$ cat src/ssr_rx_cfg.svh
// register offsets, field positions and reset values of the receive control block
`ifndef SSR_RX_CFG_SVH
`define SSR_RX_CFG_SVH
`define SSR_A_FIFO      8'h00
`define SSR_A_MODE      8'h01
`define SSR_A_PTR       8'h0D
`define SSR_A_RXBASE    8'h0F
`define SSR_A_LASTSTART 8'h10
`define SSR_A_IRQ       8'h12
`define SSR_A_NBYTES    8'h13
`define SSR_A_STAT      8'h18
`define SSR_A_WINHI     8'h1E
`define SSR_A_WINLO     8'h1F
`define SSR_A_WRPOS     8'h25
`define SSR_A_MAPA      8'h40
`define SSR_A_MAPB      8'h41
`define SSR_M_SLEEP     3'h0
`define SSR_M_STBY      3'h1
`define SSR_M_CONT      3'h5
`define SSR_M_SINGLE    3'h6
`define SSR_M_CAD       3'h7
`define SSR_I_EXPIRED   7
`define SSR_I_COMPLETE  6
`define SSR_I_CRCFAIL   5
`define SSR_I_HEADER    4
`define SSR_I_TRANSMIT_COMPLETE_IRQ    3
`define SSR_I_SCANDONE  2
`define SSR_I_HOP       1
`define SSR_I_FOUND     0
`define SSR_WIN_RST     10'h005
`define SSR_SF_RST      4'h7
`define SSR_CAD_EXTRA   17'h00020
`endif

$ cat src/ssr_rx_pkg.sv
// types shared by the receive control block
package ssr_rx_pkg;
	typedef enum logic [2:0] {SSR_SLEEP, SSR_STBY, SSR_SINGLE, SSR_CONT, SSR_CAD_LOCK, SSR_CAD_CAPT,
		SSR_CAD_CORR} ssr_state_t;
	typedef struct packed {
		logic       byte_valid;
		logic [7:0] byte_data;
		logic       preamble_det;
		logic       synced;
		logic       header_ok;
		logic       crc_fail;
		logic       pkt_end;
		logic       symbol_tick;
		logic       bw_tick;
		logic       synth_locked;
		logic       mode_settled;
		logic       hop_channel_change;
		logic       tx_done;
		logic       clock_output;
		logic       corr_done;
		logic       corr_hit;
	} ssr_modem_t;
	typedef struct packed {
		logic rx_on;
		logic synth_on;
		logic corr_run;
	} ssr_radio_t;
endpackage : ssr_rx_pkg
$ cat src/ssr_rx_ctrl.sv
// receive control: fifo pointers, timeout, activity scan, pin mapping, status
`timescale 1ns/1ps
`include "ssr_rx_cfg.svh"
module ssr_rx_ctrl
	import ssr_rx_pkg::*;
(
	input  wire logic       mclk,
	input  wire logic       rst,
	input  wire logic [7:0] addr,
	input  wire logic [7:0] wdata,
	input  wire logic       wr_en,
	input  wire logic       rd_en,
	output logic      [7:0] rdata,
	input  ssr_modem_t      modem,
	output logic      [5:0] event_pin,
	output ssr_radio_t      radio
);

////////////////////////////////////////////////////////////////////////////////
	logic [7:0]  fifo_mem [0:255];
	ssr_state_t  state_reg;
	ssr_state_t  state_next;
	logic [7:0]  ptr_reg;
	logic [7:0]  rxbase_reg;
	logic [7:0]  wrpos_reg;
	logic [7:0]  wrpos_next;
	logic [7:0]  laststart_reg;
	logic [7:0]  nbytes_reg;
	logic [7:0]  irq_reg;
	logic [7:0]  irq_set;
	logic [9:0]  win_reg;
	logic [3:0]  sf_reg;
	logic [7:0]  mapa_reg;
	logic [7:0]  mapb_reg;
	logic [9:0]  tmo_cnt_reg;
	logic        tmo_done_reg;
	logic [16:0] cad_cnt_reg;
	logic [7:0]  rdata_reg;
	logic [5:0]  pin_reg;
	ssr_radio_t  radio_reg;

////////////////////////////////////////////////////////////////////////////////
// decode
	wire         wr_fifo    = wr_en && (addr == `SSR_A_FIFO);
	wire         rd_fifo    = rd_en && (addr == `SSR_A_FIFO);
	wire         wr_mode    = wr_en && (addr == `SSR_A_MODE);
	wire         wr_ptr     = wr_en && (addr == `SSR_A_PTR);
	wire         wr_rxbase  = wr_en && (addr == `SSR_A_RXBASE);
	wire         wr_irq     = wr_en && (addr == `SSR_A_IRQ);
	wire         wr_winhi   = wr_en && (addr == `SSR_A_WINHI);
	wire         wr_winlo   = wr_en && (addr == `SSR_A_WINLO);
	wire         wr_mapa    = wr_en && (addr == `SSR_A_MAPA);
	wire         wr_mapb    = wr_en && (addr == `SSR_A_MAPB);
	wire [2:0]   req_mode   = wdata[2:0];
	wire         in_rx      = (state_reg == SSR_SINGLE) || (state_reg == SSR_CONT);
	wire         rx_store   = in_rx && modem.byte_valid;
	wire         hdr_evt    = in_rx && modem.header_ok;
	wire         end_evt    = in_rx && modem.pkt_end;
	wire         crc_evt    = end_evt && modem.crc_fail;
	wire         win_hit    = (tmo_cnt_reg + 10'h001) == win_reg;
	wire         tmo_evt    = in_rx && modem.symbol_tick && !tmo_done_reg && (win_reg != 10'h000) && win_hit;
	wire [16:0]  cad_len    = (17'h00001 << sf_reg) + `SSR_CAD_EXTRA;
	wire         capt_end   = (state_reg == SSR_CAD_CAPT) && modem.bw_tick
		&& (cad_cnt_reg + 17'h00001 == cad_len);
	wire         scan_evt   = (state_reg == SSR_CAD_CORR) && modem.corr_done;
	wire         found_evt  = scan_evt && modem.corr_hit;
	wire [7:0]   fifo_rd    = fifo_mem[ptr_reg];
	wire [7:0]   stat_bits  = {4'h0, modem.header_ok, 1'b0, modem.synced, modem.preamble_det};

	// entering a receive mode from any other mode restarts timer and write position;
	// continuous selected again while in it never rewinds
	wire         enter_single = wr_mode && (req_mode == `SSR_M_SINGLE) && (state_reg != SSR_SINGLE);
	wire         enter_cont   = wr_mode && (req_mode == `SSR_M_CONT) && (state_reg != SSR_CONT);
	wire         rx_entry     = enter_single || enter_cont;

////////////////////////////////////////////////////////////////////////////////
// mode state machine
// single ends on timeout or packet end; continuous only leaves on a mode write
	always_comb
	begin
		state_next = state_reg;
		if (wr_mode)
		begin
			unique case (req_mode)
				`SSR_M_SLEEP:  state_next = SSR_SLEEP;
				`SSR_M_SINGLE: state_next = SSR_SINGLE;
				`SSR_M_CONT:   state_next = SSR_CONT;
				`SSR_M_CAD:    state_next = SSR_CAD_LOCK;
				default:       state_next = SSR_STBY;
			endcase
		end
		else
		begin
			unique case (state_reg)
				SSR_SINGLE:
				begin
					if (tmo_evt || end_evt)
						state_next = SSR_STBY;
				end
				SSR_CAD_LOCK:
				begin
					if (modem.synth_locked)
						state_next = SSR_CAD_CAPT;
				end
				SSR_CAD_CAPT:
				begin
					if (capt_end)
						state_next = SSR_CAD_CORR;
				end
				SSR_CAD_CORR:
				begin
					if (scan_evt)
						state_next = SSR_STBY;
				end
				default:
					state_next = state_reg;
			endcase
		end
	end

	always_ff @(posedge mclk)
	begin
		if (rst)
			state_reg <= SSR_STBY;
		else
			state_reg <= state_next;
	end

////////////////////////////////////////////////////////////////////////////////
// fifo storage and pointers
// a host write loses against a modem store in the same cycle
	always_ff @(posedge mclk)
	begin
		if (rx_store)
			fifo_mem[wrpos_reg] <= modem.byte_data;
		else if (wr_fifo)
			fifo_mem[ptr_reg] <= wdata;
	end

	always_ff @(posedge mclk)
	begin
		if (rst)
			ptr_reg <= 8'h00;
		else if (wr_ptr)
			ptr_reg <= wdata;
		else if (wr_fifo || rd_fifo)
			ptr_reg <= ptr_reg + 8'h01;
	end

	always_comb
	begin
		wrpos_next = wrpos_reg;
		if (rx_entry)
			wrpos_next = rxbase_reg;
		else if (rx_store)
			wrpos_next = wrpos_reg + 8'h01;
	end

	always_ff @(posedge mclk)
	begin
		if (rst)
		begin
			wrpos_reg     <= 8'h00;
			laststart_reg <= 8'h00;
			nbytes_reg    <= 8'h00;
			rxbase_reg    <= 8'h00;
		end
		else
		begin
			wrpos_reg <= wrpos_next;
			if (wr_rxbase)
				rxbase_reg <= wdata;
			// a header marks the first payload byte of a new packet
			if (hdr_evt)
			begin
				laststart_reg <= wrpos_reg;
				nbytes_reg    <= {7'h00, rx_store};
			end
			else if (rx_store)
				nbytes_reg <= nbytes_reg + 8'h01;
		end
	end

////////////////////////////////////////////////////////////////////////////////
// receive timeout, counted in symbol periods
// a detected preamble freezes the timer; the window only bounds the search
	always_ff @(posedge mclk)
	begin
		if (rst)
		begin
			tmo_cnt_reg  <= 10'h000;
			tmo_done_reg <= 1'b0;
		end
		else if (rx_entry)
		begin
			tmo_cnt_reg  <= 10'h000;
			tmo_done_reg <= 1'b0;
		end
		else if (in_rx && (modem.preamble_det || tmo_evt))
			tmo_done_reg <= 1'b1;
		else if (in_rx && modem.symbol_tick && !tmo_done_reg)
			tmo_cnt_reg <= tmo_cnt_reg + 10'h001;
	end

////////////////////////////////////////////////////////////////////////////////
// activity scan capture length in bandwidth periods
// count clears outside capture, so an aborted scan starts over
	always_ff @(posedge mclk)
	begin
		if (rst || state_reg != SSR_CAD_CAPT)
			cad_cnt_reg <= 17'h00000;
		else if (modem.bw_tick)
			cad_cnt_reg <= cad_cnt_reg + 17'h00001;
	end

////////////////////////////////////////////////////////////////////////////////
// interrupt flags: a set in the clearing cycle survives
// tx done and hop are flagged in every mode
	assign irq_set[`SSR_I_EXPIRED]  = tmo_evt;
	assign irq_set[`SSR_I_COMPLETE] = end_evt;
	assign irq_set[`SSR_I_CRCFAIL]  = crc_evt;
	assign irq_set[`SSR_I_HEADER]   = hdr_evt;
	assign irq_set[`SSR_I_TRANSMIT_COMPLETE_IRQ]   = modem.tx_done;
	assign irq_set[`SSR_I_SCANDONE] = scan_evt;
	assign irq_set[`SSR_I_HOP]      = modem.hop_channel_change;
	assign irq_set[`SSR_I_FOUND]    = found_evt;

	always_ff @(posedge mclk)
	begin
		if (rst)
			irq_reg <= 8'h00;
		else if (wr_irq)
			irq_reg <= (irq_reg & ~wdata) | irq_set;
		else
			irq_reg <= irq_reg | irq_set;
	end

////////////////////////////////////////////////////////////////////////////////
// configuration registers
	always_ff @(posedge mclk)
	begin
		if (rst)
		begin
			win_reg  <= `SSR_WIN_RST;
			sf_reg   <= `SSR_SF_RST;
			mapa_reg <= 8'h00;
			mapb_reg <= 8'h00;
		end
		else
		begin
			if (wr_winhi)
			begin
				sf_reg       <= wdata[7:4];
				win_reg[9:8] <= wdata[1:0];
			end
			if (wr_winlo)
				win_reg[7:0] <= wdata;
			if (wr_mapa)
				mapa_reg <= wdata;
			if (wr_mapb)
				mapb_reg <= wdata;
		end
	end

////////////////////////////////////////////////////////////////////////////////
// event pin mapping
// lock, clock, settled and hop pass live; the rest show sticky flags
	wire [15:0] map_all = {mapb_reg, mapa_reg};
	wire [5:0]  src_c0  = {modem.mode_settled, irq_reg[`SSR_I_FOUND], irq_reg[`SSR_I_SCANDONE],
		modem.hop_channel_change, irq_reg[`SSR_I_EXPIRED], irq_reg[`SSR_I_COMPLETE]};
	wire [5:0]  src_c1  = {modem.clock_output, modem.synth_locked, irq_reg[`SSR_I_HEADER],
		modem.hop_channel_change, modem.hop_channel_change, irq_reg[`SSR_I_TRANSMIT_COMPLETE_IRQ]};
	wire [5:0]  src_c2  = {modem.clock_output, modem.synth_locked, irq_reg[`SSR_I_CRCFAIL],
		modem.hop_channel_change, irq_reg[`SSR_I_FOUND], irq_reg[`SSR_I_SCANDONE]};
	logic [5:0] pin_sel;

	// pins 0..3 take register a from the low end, pins 4..5 the high half of b
	genvar gi;
	generate
		for (gi = 0; gi < 6; gi++)
		begin : g_pin
			localparam int FB = (gi < 4) ? 2 * gi : 2 * gi + 4;
			wire [1:0] code = map_all[FB +: 2];
			assign pin_sel[gi] = (code == 2'h0) ? src_c0[gi] :
				(code == 2'h1) ? src_c1[gi] :
				(code == 2'h2) ? src_c2[gi] : 1'b0;
		end
	endgenerate

////////////////////////////////////////////////////////////////////////////////
// read port and registered outputs
// read data hold until the next read strobe
	wire [2:0] mode_code = (state_reg == SSR_SLEEP)  ? `SSR_M_SLEEP :
		(state_reg == SSR_SINGLE) ? `SSR_M_SINGLE :
		(state_reg == SSR_CONT)   ? `SSR_M_CONT :
		(state_reg == SSR_STBY)   ? `SSR_M_STBY : `SSR_M_CAD;
	logic [7:0] rd_mux;

	always_comb
	begin
		unique case (addr)
			`SSR_A_FIFO:      rd_mux = fifo_rd;
			`SSR_A_MODE:      rd_mux = {5'h00, mode_code};
			`SSR_A_PTR:       rd_mux = ptr_reg;
			`SSR_A_RXBASE:    rd_mux = rxbase_reg;
			`SSR_A_LASTSTART: rd_mux = laststart_reg;
			`SSR_A_IRQ:       rd_mux = irq_reg;
			`SSR_A_NBYTES:    rd_mux = nbytes_reg;
			`SSR_A_STAT:      rd_mux = stat_bits;
			`SSR_A_WINHI:     rd_mux = {sf_reg, 2'h0, win_reg[9:8]};
			`SSR_A_WINLO:     rd_mux = win_reg[7:0];
			`SSR_A_WRPOS:     rd_mux = wrpos_reg;
			`SSR_A_MAPA:      rd_mux = mapa_reg;
			`SSR_A_MAPB:      rd_mux = mapb_reg;
			default:          rd_mux = 8'h00;
		endcase
	end

	always_ff @(posedge mclk)
	begin
		if (rst)
		begin
			rdata_reg <= 8'h00;
			pin_reg   <= 6'h00;
			radio_reg <= '0;
		end
		else
		begin
			if (rd_en)
				rdata_reg <= rd_mux;
			pin_reg            <= pin_sel;
			// receiver and synthesizer drop once capture ends; correlation runs alone
			radio_reg.rx_on    <= (state_next == SSR_SINGLE) || (state_next == SSR_CONT)
				|| (state_next == SSR_CAD_CAPT);
			radio_reg.synth_on <= (state_next == SSR_SINGLE) || (state_next == SSR_CONT)
				|| (state_next == SSR_CAD_LOCK) || (state_next == SSR_CAD_CAPT);
			radio_reg.corr_run <= (state_next == SSR_CAD_CORR);
		end
	end

	assign rdata     = rdata_reg;
	assign event_pin = pin_reg;
	assign radio     = radio_reg;

endmodule : ssr_rx_ctrl

$ cat config.mk
export PLATFORM = sky130hd
export DESIGN_NAME = ssr_rx_ctrl
export DESIGN_NICKNAME = d
export VERILOG_FILES = /design/src/ssr_rx_pkg.sv /design/src/ssr_rx_ctrl.sv
export VERILOG_INCLUDE_DIRS = /design/src
export SDC_FILE = /design/constraint.sdc
export NUM_CORES = 2
export LEC_CHECK = 0
export ABC_AREA = 1
export BUFFER_PORTS_ARGS = -buffer_cell sky130_fd_sc_hd__buf_4
export CAP_MARGIN = 25
export CORE_ASPECT_RATIO = 0.6
export CORE_UTILIZATION = 60
export CTS_CLUSTER_DIAMETER = 100
export DETAILED_ROUTE_END_ITERATION = 8
export PLACE_DENSITY = 0.76
export SYNTH_ARGS = -nofsm -noshare
export SYNTH_HDL_FRONTEND = slang
export SYNTH_SLANG_ARGS = --single-unit
export TNS_END_PERCENT = 10
$ cat constraint.sdc
create_clock -name mclk -period 19 [get_ports mclk]
set_input_delay 0 -clock mclk [delete_from_list [all_inputs] [get_ports mclk]]
set_output_delay 0 -clock mclk [all_outputs]
set_load 0.01 [all_outputs]
== After elaboration in Yosys (flattened, before gate mapping) ==
Memory sizes are Yosys's and may differ from the RTL's. A register that Yosys moved wholly into a read port is not among the register bits.
Cells that the tools add are included.

* Register bits: 126
* Memories kept: 1
* Bits in writable memories: 2048
* Input bits: 43
* Logic and storage cells: 179

* Muxes and demuxes: 47
* $add $sub $neg: 6
* Equal/unequal tests: 43
* Bitwise gates (word level): 5
* Reductions and logical operators: 55
* Shift-type cells: 1

{| class="wikitable"
|+ Memory list
! memory !! words !! width !! rd ports !! clocked after memory_dff !! write ports !! RTL line !! source
|-
| fifo_mem || 256 || 8 || 1 || 1 || 1 || ssr_rx_ctrl.sv:20 || <nowiki>logic [7:0] fifo_mem [0:255];</nowiki>
|}

{| class="wikitable"
|+ Operators with widths
! cell !! count
|-
| $pmux W8 S13 || 1
|-
| $mux W8 || 9
|-
| $eq A8 B5 Y1 const B || 6
|-
| $eq A3 B3 Y1 const B || 9
|-
| $logic_and A1 B1 Y1 || 27
|-
| $mux W3 || 9
|-
| $mux W1 || 26
|-
| $add A8 B1 Y8 const B || 3
|-
| $pmux W3 S4 || 2
|-
| $add A17 B1 Y17 const B || 1
|-
| $add A17 B6 Y17 const B || 1
|-
| $eq A17 B17 Y1 || 1
|-
| $shl A1 B4 Y17 const A || 1
|-
| $eq A8 B4 Y1 const B || 2
|-
| $eq A8 B7 Y1 const B || 2
|-
| $or A8 B8 Y8 || 2
|-
| $eq A2 B1 Y1 const B || 6
|-
| $eq A2 B2 Y1 const B || 6
|-
| $eq A3 B2 Y1 const B || 4
|-
| $logic_not A2 Y1 || 6
|-
| $add A10 B1 Y10 const B || 1
|-
| $eq A10 B10 Y1 || 1
|-
| $logic_or A1 B1 Y1 || 10
|-
| $reduce_bool A10 Y1 || 1
|-
| other kinds (15) || 20
|}

== Depth between registers and ports, before layout ==
* Depth after elaboration: 14
* Depth in mapped cells: 23

== Worst setup path before layout ==
OpenSTA, ideal clock, no wires.

* Kind: reg2reg
* From: register state_reg[0]
* To: memory fifo_mem[0][0] (data pin)
* Arrival time: 11.252 ns
* Path slack: 5.560 ns
* Stages on the path, launching flop included: 11
* Period minus slack after synthesis: 13.440 ns
* Library setup time: 2.188 ns
* Data required time: 16.812 ns
* Path through: dfxtp_1 -> nor2_1 -> nand2_1 -> nand2_1 -> nand2_1 -> inv_2 -> nor2_2 -> inv_2 -> buf_2 -> clkbuf_1 -> o21ai_0

* Word-level cells in the longest chain between the ends: 7
* Elaborated cells between the ends (all ways): 8

{| class="wikitable"
|+ Ends and longest elaborated chain
! item !! RTL line !! source
|-
| start: declaration || ssr_rx_ctrl.sv:21 || <nowiki>ssr_state_t state_reg;</nowiki>
|-
| start signal: assignment || ssr_rx_ctrl.sv:126 || <nowiki>state_reg <= state_next;</nowiki>
|-
| $eq A3 B2 Y1 || ssr_rx_ctrl.sv:55 || <nowiki>wire in_rx = (state_reg == SSR_SINGLE) || (state_reg == SSR_CONT);</nowiki>
|-
| $logic_or A1 B1 Y1 * || ssr_rx_ctrl.sv:55 ||
|-
| $logic_and A1 B1 Y1 * || ssr_rx_ctrl.sv:56 || <nowiki>wire rx_store = in_rx && modem.byte_valid;</nowiki>
|-
| $mux W1 * || ssr_rx_ctrl.sv:134 || <nowiki>if (rx_store)</nowiki>
|-
| $mux W1 (implied by the code) * || ssr_rx_ctrl.sv:137 || <nowiki>fifo_mem[ptr_reg] <= wdata;</nowiki>
|-
| $reduce_or A8 Y1 (no source line) * || n/a ||
|-
| $mux W8 (no source line) * || n/a ||
|-
| end: declaration || ssr_rx_ctrl.sv:20 ||
|}

Every way passes the cells marked *; elsewhere a longest branch is shown, timed or not.

== Worst setup path after layout ==
* From: input port addr[1]
* To: memory fifo_mem[77][4] (data pin)

* Word-level cells in the longest chain between the ends: 7

{| class="wikitable"
|+ Ends and longest elaborated chain
! item !! RTL line !! source
|-
| start: declaration || ssr_rx_ctrl.sv:9 || <nowiki>input wire logic [7:0] addr,</nowiki>
|-
| $logic_not A8 Y1 || n/a ||
|-
| $logic_and A1 B1 Y1 || ssr_rx_ctrl.sv:44 || <nowiki>wire wr_fifo = wr_en && (addr == `SSR_A_FIFO);</nowiki>
|-
| $mux W1 || ssr_rx_ctrl.sv:136 || <nowiki>else if (wr_fifo)</nowiki>
|-
| $mux W1 || ssr_rx_ctrl.sv:134 ||
|-
| $mux W1 (implied by the code) || ssr_rx_ctrl.sv:137 ||
|-
| $reduce_or A8 Y1 (no source line) || n/a ||
|-
| $mux W8 (no source line) || n/a ||
|}

Every way passes these cells.

==> impl_metrics.tcl <==
set metrics [dict create \
    arrival_ps 7040 \
    drt_pass1_iterations 7 \
    power.leakage_nw 34.2 \
    crit_top_cell "buf_4" \
    row_count 109 \
    core-area_um2 148000 \
    gp_congestion 1.01 \
    vias_per_cell 6.36 \
    layout_common_cells "nand2_1, edfxtp_1, nand3_1" \
    fin_nets 8022 \
    power_mw 9.24 \
    die_x_um 503 \
    numPortBuffers 59 \
    netSwitchingPower_mw 1.89 \
    crit_path_cell_trace "dlygate4sd3_1, buf_4, inv_2, nand2_1, dlygate4sd3_1, nor2_2, dlygate4sd3_1, inv_2, nor2_4, dlygate4sd3_1, inv_2, nor2_1, inv_1, nor2_2, inv_2, buf_4, o21ai_4, buf_4, buf_4, buf_4" \
    rsz0062_at_grt "false" \
    drc 0 \
    grt_pass1_wl_um 375000 \
    die_area_um2 152000 \
    antenna_found_initial 9 \
    synth_edf_count 2048 \
    clkPwrFrac_pct 41.5 \
    cts_setup_buffers 0 \
    largest_reg_flops 2048 \
    fin_crit_ps 6570 \
    routed_wirelength_um 253000 \
    end_kind "register" \
    critical_path_class "in -> reg" \
    clk_latency_ps 830 \
    startpoint_type "primary input" \
    finalClockSkew_ps 44.6 \
    maxClockFrequency_mhz 152 \
    final_common_cell "nand2_1" \
    synthArstFlopShare_pct 0 \
    period_share_pct 34.6 \
    cp.required_ps 19470 \
    synth-seq-area-share_pct 71.1 \
    synth_seq_cells 2182 \
    syn_inst 8089 \
    setup_ws_ps 12430 \
    maxCapViolCount 0 \
    drive_gt1_share_pct 6.25 \
    slowest_stage "buf_4" \
    seqPwrFrac_pct 56.8 \
    design_area_um2 99000 \
    outcome "complete, no violations" \
    yosys_warnings 0 \
    p_int_mw 7.35 \
    track_usage_pct 33.2 \
    drt-initial-drc-count 11807 \
    grt_remaining_overflow 0 \
    combPwrFrac_pct 1.6 \
    crit_fanout 93 \
    area_delta_synth_final_pct 9.59 \
    p_per_area_nw_per_um2 93.3 \
    clock_path_buffers 3 \
    grt_max_degree 223 \
    wire_per_inst_um 25.0 \
    ys_types 42 \
    p_sw_share_pct 20.5 \
    cts_made_buffers 184 \
    setup_tns_ps 0 \
    vias 64378 \
    cts_resized 0 \
    root_buffer "clkbuf_16" \
    cts_sinks 2182 \
    synthFlopType "edfxtp_1" \
    dieHeight_um 303 \
    drtAntennaViolNets 0 \
    setup_viol 0 \
    synth_top_area_share_pct 68.1 \
    synthTopCellsByArea "edfxtp_1, nand3_1, nand2_1" \
    hpwl_um 144000 \
    tightest_slew_ps 1110 \
    max_slew_margin_pct 25.7 \
    path_clk_slew_ps 70 \
    grt_pass1_vias 59099 \
    max_stage_delay_ps 920 \
    pre_cts_ws_ps 13570 \
    yosysTopAreaCell "edfxtp_1" \
    syn_area_um2 90300 \
    io_pins 60 \
    vdd_drop_max_mv 0.0927 \
    hold_viol_final 0 \
    post-route-util_pct 66.7 \
    hold_path.class "in -> reg" \
    cts_tree "yes" \
    syn_area_per_cell_um2 11.2 \
    slew_viol_final 0 \
    cts-htree-levels 4 \
    synth_fp_nets 8138 \
    initial_core_util_pct 60.9 \
    placed_area_um2 92200 \
]
==> layout make-up <==
cell class,count,area [um2]
Sequential cell,2182,64200
Fill cell,10625,49400
Multi-Input combinational cell,5143,23200
Clock buffer,231,4870
Tap cell,1998,2500
Timing Repair Buffer,214,2050
Clock inverter,111,1170
Inverter,248,966
Antenna cell,1,2.50
==> path summary, 6_finish.rpt <==
kind | startpoint | to | slack [ps] | depth (start not counted)
worst max register to register | register | rdata[4]$_SDFFE_PP0P_ | 12930 | 17
worst min-delay path | wdata[7] | rxbase_reg[7]$_SDFFE_PP0P_ | 60 | 4
worst min register to register | mapb_reg[0]$_SDFFE_PP0P_ | mapb_reg[0]$_SDFFE_PP0P_ | 460 | 2
worst max-delay path | addr[1] | fifo_mem[77][4]$_DFFE_PP_ | 12430 | 20
==> power by group through the flow <==
stage / clock (mW) / combinational, mW / sequential [mW]
final: 3.84 / 0.150 / 5.25
after global routing: 4.03 / 0.156 / 5.25
after CTS: 3.84 / 0.144 / 5.25
after detailed placement: 0 / 0.137 / 5.36
after global placement: 0 / 0.133 / 5.36
after floorplan: 0 / 0.0618 / 5.41
==> metal layers <==
layer,global-route usage (%),up-vias,part of all wire (%)
met5,1.13,-,0.13
met4,11.5,14,3.5
met3,10.4,570,16
met2,45.1,4829,41
met1,50.3,30718,39
li1,-,28247,-
==> synth_stat cells (25+ instances only) <==
library cell     n
nand2_1       2230
edfxtp_1      2048
nand3_1       2051
clkbuf_1       368
nor2_1         370
inv_1          221
o21ai_0        158
buf_1           66
nor3_1          27
dfxtp_1        134
a21oi_1        150
o22ai_1         25
buf_2           68
==> cells by family (layout without fill, tap and decap cells) <==
group	after synthesis	count (layout)	share of synthesized area (%)
buf+inv	764	804	3.40
fa+ha+maj	6	6	0.0831
simple gates	4739	4739	23.0
other cells	0	1	0
flops	2182	2182	71.1
compound gates	384	384	2.36
xor+xnor	14	14	0.136
==> per-stage QoR <==
step,cells,hold WS (ps)
2_1_floorplan,8089,134
4_1_cts,10116,6.08
6_report,10128,55.3
3_5_place_dp,9715,277
3_3_place_gp,9706,273
5_1_grt,10128,61.7
==> timing repair <==
action                                  4_1_cts  5_1_grt
hold buffers                                 59        1
endpoints found under the setup margin        0        0
endpoints found under the hold margin       122       11
==> critical path, delay by kind of cell <==
family | cells | cell delay [ps]
compound gates | 1 | 200
buf+inv | 14 | 5960
simple gates | 5 | 650
No activity file was read; power rests on OpenSTA's default activity.
